File: config.mk
export PLATFORM = sky130hd
export DESIGN_NAME = mmp_top
export DESIGN_NICKNAME = d
export VERILOG_FILES = /design/src/hw/mmp_pkg.sv /design/src/hw/mmp_dec_if.sv /design/src/hw/mmp_decoder.sv /design/src/hw/mmp_top.sv
export SDC_FILE = /design/constraint.sdc
export NUM_CORES = 1
export LEC_CHECK = 0
export ABC_AREA = 1
export CAP_MARGIN = 20
export CORE_MARGIN = 3
export CORE_UTILIZATION = 60
export DETAILED_ROUTE_END_ITERATION = 8
export DONT_BUFFER_PORTS = 1
export PLACE_DENSITY = 0.88
export SYNTH_ARGS = -nofsm -noshare
export SYNTH_HDL_FRONTEND = slang
export SYNTH_SLANG_ARGS = --single-unit
File: constraint.sdc
create_clock -name clk_i -period 2.55 [get_ports clk_i]
set_input_delay 0.255 -clock clk_i [delete_from_list [all_inputs] [get_ports clk_i]]
set_output_delay 0.255 -clock clk_i [all_outputs]
set_load 0.005 [all_outputs]
File: src/hw/mmp_pkg.sv
package mmp_pkg;
    localparam int ADDR_W = 16;
    localparam int DATA_W = 8;
    localparam int PORT_COUNT = 3;
    localparam int REGS_PER_PORT = 3;
    localparam int REG_COUNT = 9;
    localparam logic [3:0] IDX_DATA = 4'h0;
    localparam logic [3:0] IDX_DIRECTION = 4'h1;
    localparam logic [3:0] IDX_OPTION = 4'h2;
    localparam logic [3:0] IDX_PORT_A_DATA = 4'h0;
    localparam logic [3:0] IDX_PORT_A_DIRECTION = 4'h1;
    localparam logic [3:0] IDX_PORT_A_OPTION = 4'h2;
    localparam logic [3:0] IDX_PORT_B_DATA = 4'h3;
    localparam logic [3:0] IDX_PORT_B_DIRECTION = 4'h4;
    localparam logic [3:0] IDX_PORT_B_OPTION = 4'h5;
    localparam logic [3:0] IDX_PORT_C_DATA = 4'h6;
    localparam logic [3:0] IDX_PORT_C_DIRECTION = 4'h7;
    localparam logic [3:0] IDX_PORT_C_OPTION = 4'h8;
    localparam logic [7:0] RST_ZERO = 8'h00;
    localparam logic [7:0] RST_PORT_C_OPTION = 8'h08;
    localparam logic [15:0] REG_BASE = 16'h0000;
    localparam logic [15:0] REG_LAST = 16'h007F;
    localparam logic [15:0] RAM_BASE = 16'h0080;
    localparam logic [15:0] RAM_LAST = 16'h01FF;
    localparam logic [15:0] STACK_BASE = 16'h0180;
    localparam logic [15:0] STACK_LAST = 16'h01FF;
    localparam logic [15:0] VECT_BASE = 16'hFFE0;
    localparam logic [15:0] ADDR_TOP = 16'hFFFF;
    localparam logic [15:0] FLASH_8K_BASE = 16'hE000;
    localparam logic [15:0] FLASH_4K_BASE = 16'hF000;
    localparam logic [15:0] SECT0_DEFAULT_BASE = 16'hF000;
    localparam logic [15:0] MAP_RESERVED_LAST = 16'h007F;
    localparam logic [11:0] OFF_DECODE_ADDR = 12'h040;
    localparam logic [11:0] OFF_DECODE_RESULT = 12'h044;
    localparam logic [11:0] OFF_SECT0_BASE = 12'h048;
    localparam logic [11:0] OFF_FLASH_BASE = 12'h04C;
    localparam logic [1:0] RESP_OKAY = 2'b00;
    localparam logic [1:0] RESP_SLVERR = 2'b10;
    localparam int REGION_W = 8;
    localparam int RG_REG = 0;
    localparam int RG_RAM = 1;
    localparam int RG_STACK = 2;
    localparam int RG_FLASH = 3;
    localparam int RG_SECT0 = 4;
    localparam int RG_SECT1 = 5;
    localparam int RG_VECT = 6;
    localparam int RG_RSVD = 7;
endpackage

File: src/hw/mmp_dec_if.sv
`timescale 1ns/1ns
interface mmp_dec_if;
    logic [15:0] addr;
    logic [15:0] sect0_base;
    logic [15:0] flash_base;
    logic [7:0] region;
    modport dec (input addr, input sect0_base, input flash_base, output region);
    modport user (output addr, output sect0_base, output flash_base, input region);
endinterface

File: src/hw/mmp_decoder.sv
`timescale 1ns/1ns
module mmp_decoder (
    mmp_dec_if.dec d
);
    wire in_reg;
    wire in_ram;
    wire in_stack;
    wire in_flash;
    wire in_sect0;
    wire in_vect;
    assign in_reg = d.addr <= mmp_pkg::REG_LAST;
    assign in_ram = (d.addr >= mmp_pkg::RAM_BASE) && (d.addr <= mmp_pkg::RAM_LAST);
    assign in_stack = (d.addr >= mmp_pkg::STACK_BASE) && (d.addr <= mmp_pkg::STACK_LAST);
    assign in_flash = d.addr >= d.flash_base;
    assign in_sect0 = in_flash && (d.addr >= d.sect0_base);
    assign in_vect = d.addr >= mmp_pkg::VECT_BASE;
    assign d.region = {!(in_reg || in_ram || in_flash), in_vect && in_sect0, in_flash && !in_sect0,
                       in_sect0, in_flash, in_stack, in_ram, in_reg};
endmodule

File: src/hw/mmp_top.sv
// Contract
// - Decoder takes a 16-bit, 64 Kbyte address.
// - Register 128 bytes, RAM 384 bytes decoded.
// - Program Flash region 4 to 8 Kbytes.
// - Stack within RAM, 180h to 1FFh.
// - Two Flash sectors at top, sector zero highest.
// - Vectors FFE0h-FFFFh lie in sector zero.
// - Sector zero boundary set by option contents; the code takes it from sect0_base_reg, written at 048h, reset SECT0_BASE_RST.
// - Port A registers 0-2, reset 00h.
// - Port B registers 3-5, reset 00h.
// - Port C registers 6-8, option resets 08h.
`timescale 1ns/1ns
module mmp_top #(
    parameter logic [15:0] SECT0_BASE_RST = mmp_pkg::SECT0_DEFAULT_BASE,
    parameter logic [15:0] FLASH_BASE_RST = mmp_pkg::FLASH_8K_BASE
) (
    input wire logic clk_i,
    input wire logic rst_n_i,
    input wire logic [11:0] s_axi_awaddr,
    input wire logic s_axi_awvalid,
    output logic s_axi_awready,
    input wire logic [31:0] s_axi_wdata,
    input wire logic [3:0] s_axi_wstrb,
    input wire logic s_axi_wvalid,
    output logic s_axi_wready,
    output logic [1:0] s_axi_bresp,
    output logic s_axi_bvalid,
    input wire logic s_axi_bready,
    input wire logic [11:0] s_axi_araddr,
    input wire logic s_axi_arvalid,
    output logic s_axi_arready,
    output logic [31:0] s_axi_rdata,
    output logic [1:0] s_axi_rresp,
    output logic s_axi_rvalid,
    input wire logic s_axi_rready,
    output logic [7:0] port_a_data_o,
    output logic [7:0] port_a_direction_o,
    output logic [7:0] port_a_option_o,
    output logic [7:0] port_b_data_o,
    output logic [7:0] port_b_direction_o,
    output logic [7:0] port_b_option_o,
    output logic [7:0] port_c_data_o,
    output logic [7:0] port_c_direction_o,
    output logic [7:0] port_c_option_o,
    output logic [7:0] region_o
);
    logic [7:0] regs_reg [mmp_pkg::REG_COUNT];
    logic [15:0] dec_addr_reg;
    logic [15:0] sect0_base_reg;
    logic [15:0] flash_base_reg;
    logic [7:0] region_reg;
    logic aw_held_reg;
    logic w_held_reg;
    logic [11:0] awaddr_reg;
    logic [31:0] wdata_reg;
    logic [3:0] wstrb_reg;
    logic bvalid_reg;
    logic [1:0] bresp_reg;
    logic rvalid_reg;
    logic [1:0] rresp_reg;
    logic [31:0] rdata_reg;

    mmp_dec_if dif ();
    assign dif.addr = dec_addr_reg;
    assign dif.sect0_base = sect0_base_reg;
    assign dif.flash_base = flash_base_reg;
    mmp_decoder u_dec (
        .d(dif.dec)
    );

    wire aw_hs;
    wire w_hs;
    wire ar_hs;
    wire wr_go;
    wire awready_next;
    wire wready_next;
    wire arready_next;
    wire [11:0] wa;
    wire [31:0] wd;
    wire [3:0] ws;
    assign aw_hs = s_axi_awvalid && s_axi_awready;
    assign w_hs = s_axi_wvalid && s_axi_wready;
    assign ar_hs = s_axi_arvalid && s_axi_arready;
    assign awready_next = s_axi_awvalid && !s_axi_awready && !aw_held_reg && !bvalid_reg;
    assign wready_next = s_axi_wvalid && !s_axi_wready && !w_held_reg && !bvalid_reg;
    assign arready_next = s_axi_arvalid && !s_axi_arready && !rvalid_reg;
    assign wa = awaddr_reg;
    assign wd = wdata_reg;
    assign ws = wstrb_reg;
    assign wr_go = aw_held_reg && w_held_reg && !bvalid_reg;

    wire [9:0] w_idx;
    wire w_is_port;
    wire w_is_ctl;
    wire w_hit;
    assign w_idx = wa[11:2];
    assign w_is_port = w_idx < 10'(mmp_pkg::REG_COUNT);
    assign w_is_ctl = (wa == mmp_pkg::OFF_DECODE_ADDR) || (wa == mmp_pkg::OFF_SECT0_BASE)
                      || (wa == mmp_pkg::OFF_FLASH_BASE) || (wa == mmp_pkg::OFF_DECODE_RESULT);
    assign w_hit = (wa[1:0] == 2'b00) && (w_is_port || w_is_ctl);
    wire w_port_we;
    assign w_port_we = wr_go && ws[0] && (wa[1:0] == 2'b00);

    wire [9:0] r_idx;
    wire r_is_port;
    logic [31:0] r_val;
    logic r_ok;
    assign r_idx = s_axi_araddr[11:2];
    assign r_is_port = (s_axi_araddr[1:0] == 2'b00) && (r_idx < 10'(mmp_pkg::REG_COUNT));
    always_comb begin
        r_val = 32'h0000_0000;
        r_ok = 1'b1;
        if (r_is_port) begin
            r_val = {24'h00_0000, regs_reg[r_idx[3:0]]};
        end else if (s_axi_araddr == mmp_pkg::OFF_DECODE_ADDR) begin
            r_val = {16'h0000, dec_addr_reg};
        end else if (s_axi_araddr == mmp_pkg::OFF_DECODE_RESULT) begin
            r_val = {24'h00_0000, region_reg};
        end else if (s_axi_araddr == mmp_pkg::OFF_SECT0_BASE) begin
            r_val = {16'h0000, sect0_base_reg};
        end else if (s_axi_araddr == mmp_pkg::OFF_FLASH_BASE) begin
            r_val = {16'h0000, flash_base_reg};
        end else begin
            r_ok = 1'b0;
        end
    end

    always_ff @(posedge clk_i or negedge rst_n_i) begin
        if (!rst_n_i) begin
            aw_held_reg <= 1'b0;
            awaddr_reg <= 12'h000;
        end else if (aw_hs) begin
            aw_held_reg <= 1'b1;
            awaddr_reg <= s_axi_awaddr;
        end else if (wr_go) begin
            aw_held_reg <= 1'b0;
        end
    end

    always_ff @(posedge clk_i or negedge rst_n_i) begin
        if (!rst_n_i) begin
            w_held_reg <= 1'b0;
            wdata_reg <= 32'h0000_0000;
            wstrb_reg <= 4'h0;
        end else if (w_hs) begin
            w_held_reg <= 1'b1;
            wdata_reg <= s_axi_wdata;
            wstrb_reg <= s_axi_wstrb;
        end else if (wr_go) begin
            w_held_reg <= 1'b0;
        end
    end

    always_ff @(posedge clk_i or negedge rst_n_i) begin
        if (!rst_n_i) begin
            bvalid_reg <= 1'b0;
            bresp_reg <= mmp_pkg::RESP_OKAY;
        end else if (wr_go) begin
            bvalid_reg <= 1'b1;
            bresp_reg <= w_hit ? mmp_pkg::RESP_OKAY : mmp_pkg::RESP_SLVERR;
        end else if (s_axi_bready) begin
            bvalid_reg <= 1'b0;
        end
    end

    genvar g;
    for (g = 0; g < mmp_pkg::REG_COUNT; g++) begin : g_reg
        localparam logic [7:0] RST = (g == int'(mmp_pkg::IDX_PORT_C_OPTION)) ?
                                     mmp_pkg::RST_PORT_C_OPTION : mmp_pkg::RST_ZERO;
        always_ff @(posedge clk_i or negedge rst_n_i) begin
            if (!rst_n_i) begin
                regs_reg[g] <= RST;
            end else if (w_port_we && (w_idx == 10'(g))) begin
                regs_reg[g] <= wd[7:0];
            end
        end
    end

    always_ff @(posedge clk_i or negedge rst_n_i) begin
        if (!rst_n_i) begin
            dec_addr_reg <= mmp_pkg::REG_BASE;
            sect0_base_reg <= SECT0_BASE_RST;
            flash_base_reg <= FLASH_BASE_RST;
        end else if (wr_go) begin
            if (wa == mmp_pkg::OFF_DECODE_ADDR) begin
                if (ws[0]) dec_addr_reg[7:0] <= wd[7:0];
                if (ws[1]) dec_addr_reg[15:8] <= wd[15:8];
            end else if (wa == mmp_pkg::OFF_SECT0_BASE) begin
                if (ws[0]) sect0_base_reg[7:0] <= wd[7:0];
                if (ws[1]) sect0_base_reg[15:8] <= wd[15:8];
            end else if (wa == mmp_pkg::OFF_FLASH_BASE) begin
                if (ws[0]) flash_base_reg[7:0] <= wd[7:0];
                if (ws[1]) flash_base_reg[15:8] <= wd[15:8];
            end
        end
    end

    always_ff @(posedge clk_i or negedge rst_n_i) begin
        if (!rst_n_i) begin
            region_reg <= 8'h00;
        end else begin
            region_reg <= dif.region;
        end
    end

    always_ff @(posedge clk_i or negedge rst_n_i) begin
        if (!rst_n_i) begin
            rvalid_reg <= 1'b0;
            rdata_reg <= 32'h0000_0000;
            rresp_reg <= mmp_pkg::RESP_OKAY;
        end else if (ar_hs) begin
            rvalid_reg <= 1'b1;
            rdata_reg <= r_val;
            rresp_reg <= r_ok ? mmp_pkg::RESP_OKAY : mmp_pkg::RESP_SLVERR;
        end else if (s_axi_rready) begin
            rvalid_reg <= 1'b0;
        end
    end

    always_ff @(posedge clk_i or negedge rst_n_i) begin
        if (!rst_n_i) begin
            s_axi_awready <= 1'b0;
        end else begin
            s_axi_awready <= awready_next;
        end
    end

    always_ff @(posedge clk_i or negedge rst_n_i) begin
        if (!rst_n_i) begin
            s_axi_wready <= 1'b0;
        end else begin
            s_axi_wready <= wready_next;
        end
    end

    always_ff @(posedge clk_i or negedge rst_n_i) begin
        if (!rst_n_i) begin
            s_axi_arready <= 1'b0;
        end else begin
            s_axi_arready <= arready_next;
        end
    end

    assign s_axi_bvalid = bvalid_reg;
    assign s_axi_bresp = bresp_reg;
    assign s_axi_rvalid = rvalid_reg;
    assign s_axi_rdata = rdata_reg;
    assign s_axi_rresp = rresp_reg;
    assign port_a_data_o = regs_reg[mmp_pkg::IDX_PORT_A_DATA];
    assign port_a_direction_o = regs_reg[mmp_pkg::IDX_PORT_A_DIRECTION];
    assign port_a_option_o = regs_reg[mmp_pkg::IDX_PORT_A_OPTION];
    assign port_b_data_o = regs_reg[mmp_pkg::IDX_PORT_B_DATA];
    assign port_b_direction_o = regs_reg[mmp_pkg::IDX_PORT_B_DIRECTION];
    assign port_b_option_o = regs_reg[mmp_pkg::IDX_PORT_B_OPTION];
    assign port_c_data_o = regs_reg[mmp_pkg::IDX_PORT_C_DATA];
    assign port_c_direction_o = regs_reg[mmp_pkg::IDX_PORT_C_DIRECTION];
    assign port_c_option_o = regs_reg[mmp_pkg::IDX_PORT_C_OPTION];
    assign region_o = region_reg;
endmodule

==> results.toml <==
[worst_setup_path]
path_cells = "nor3_2, nand2_1, nor2_1, nand3_1, nand2_1, o21ai_0"
crit_path_end_kind = "flip-flop"
cp_slowest_cell = "nand3_1"
cp_common_cell = "nand2_1"
cp_max_fo = 16
cpPeakStageDelay_ps = 470
r2r_cells = 6
crit_arrival_ps = 2470
crit_required_ps = 2830
path_class = "reg -> reg"
cp-start-kind = "flip-flop"

[placed_design]
dp_slack_ps = 484
dpl.hpwl_mm = 16.2
place.gp.congestion = 0.893
port-buffer-count = 0

[clock_tree]
h-tree-depth = 4
hold_buffers = 35
cts_num_sinks = 183
clk_path_buf_depth = 2
cts_resized = 0
cts_tree = "built"
cts_buffers = 17
post_cts_buffers = 0
root_buffer = "clkbuf_16"
clock_latency_ps = 430
cts.clk_slew.worst_paths_ps = 70

[grt]
grt_antenna_before_repair = 0
overflow = 0
grt_pass1_wl_mm = 37.6
grt_use_total_pct = 28.8
grt_pass1_vias = 7550
grt_max_degree = 184

[detailed_routing]
via_per_inst = 5.89
num_vias = 7908
wl_mm = 23.6
route.detailed.drc = 0
wire_per_inst_um = 17.6
dr.first_iter.drc_count = 701
dr.pass1.iters = 6
ant_nets = 0

[logic_synthesis]
yosysSeqAreaShare_pct = 50.8
synth_cell_types = 35
synth_top_area_share_pct = 48.4
yosys_warnings = 0
avgSynthCellArea_um2 = 7.99
yosys-top-cells-area = "dfrtp_1, nand2_1, o21ai_0, ha_1, nand3_1"
syn_inst = 1131
synth_area_um2 = 9040
yosys_register_bits = 183
yosys.area.top_type = "dfrtp_1"

[power]
ir_drop_v = 0.000637
power_density_nw_per_um2 = 722
p_leak_nw = 4.88

[cells_and_area]
nFillCells = 1135
final_cell_mix = "nand2_1, dfrtp_1, o21ai_0, inv_1, nor2_1"
drive_above_1_share_pct = 6.04
final_common_cell = "nand2_1"
final_nets = 1245
syn_to_final_growth_pct = 11.1
n_antenna_cell = 0

[sta]
period_needed_ps = 2190
setup-tns-final_ps = 0
rsz0062_at_grt = "false"
min_period_over_period_pct = 86.0
relSlewSlack_pct = 57.8
finClkSkew_ps = 9.41
whs_ps = -491
setup_ws_ps = 358
max_freq_ghz = 0.456
finalSetupViolCount = 0
slew_viol_final = 0
tightest_slew_ps = 632
hold_viol = 183

[run_status]
status = "finished, violations left"
violations = "negative hold slack"

[die]
coreArea_um2 = 14600
die_h_um = 129
initial_core_util_pct = 61.7
io_pins = 188
die_area_um2 = 16600
dieWidth_um = 129
row_count = 44

[job]
drv_cap = 0

[worst_hold_path]
worstHoldPathType = "in -> async"
## area by class of cell
class                      count  area [µm²]  share of cell area [%]
sequential                   183        4590                    45.7
timing repair buffer          41         395                    3.94
clock buffer                  20         457                    4.55
tap                          184         230                    2.29
multi-input combinational    814        3870                    38.6
clock inverter                12         160                    1.60
inverter                      89         334                    3.33
## through the flow
step	area, µm²	hold WS (ps)	std cells	utilization (%)	total power, mW
2_1_floorplan	9100	-40.6	1148	-	4.22
3_3_place_gp	9070	-35.6	1276	62.0	4.44
3_5_place_dp	9070	-36.5	1276	62.0	4.50
4_1_cts	10000	-500	1343	68.6	7.23
5_1_grt	10000	-508	1343	68.6	7.55
6_report	10000	-491	1343	68.6	7.25
## cell families (layout without fill, tap and decap cells)
family	Yosys count	count (layout)	synth area share [%]
simple gates	575	575	26.0
flops	183	183	50.8
compound gates	178	178	10.3
buf+inv	151	162	7.10
fa+ha+maj	32	32	4.43
mux	11	11	1.37
other cells	1	18	0.0415
## where the power goes
group	switching, mW	internal, mW	total, mW
registers	0.192	3.21	3.40
clock network	1.19	1.53	2.72
logic	0.795	0.333	1.13
## path summary, 6_finish.rpt
kind	from	end	slack (ps)
min in group clk_i	s_axi_araddr[5]	s_axi_rdata[5]	170
worst min register to register	aw_held_reg	s_axi_awready	460
max in group asynchronous	rst_n_i	dif.sect0_base[14]	2680
worst max-delay path	s_axi_bvalid	port_a_data_o[1]	360
worst max register to register	s_axi_bvalid	port_a_data_o[1]	360
worst min-delay path	rst_n_i	port_b_option_o[7]	-490
## worst max-delay path, delay by kind of cell (launching register included)
family | cells | cell delay [ps]
AO/OA/AOI/OAI | 1 | 140
AND/OR/NAND/NOR | 5 | 1470
flip-flops | 1 | 420
## cell usage after synthesis
cell	n
nand2_1	398
dfrtp_1	175
o21ai_0	99
inv_1	85
nor2_1	77
nand3_1	67
clkbuf_1	36
a21oi_1	34
ha_1	32
o21ai_1	32
buf_4	18
mux2_2	11
nor3_1	10
dfstp_2	8
nand4_1	7
o211ai_1	7
buf_2	6
nand3_2	4
clkinv_1	3
nor4_1	3
buf_1	2
nand2_2	2
o21a_1	2
or2_2	2
a21oi_2	1
a22o_1	1
conb_1	1
inv_2	1
nor2b_1	1
nor3_2	1
nor4_2	1
nor4_4	1
o2111ai_1	1
o21bai_1	1
or2_1	1
## routing by layer
| metal | track usage, % | vias up | wire length [µm] | part of all wire [%] |
|---|---|---|---|---|
| met5 | 0 | - | 0 | 0 |
| met4 | 14.9 | 0 | 1090 | 4.6 |
| met3 | 7.47 | 91 | 2020 | 8.5 |
| met2 | 45.6 | 429 | 11300 | 48 |
| met1 | 36.8 | 3741 | 9260 | 39 |
| li1 | - | 3647 | - | - |
Note: power is estimated with default switching activity, not from simulation.
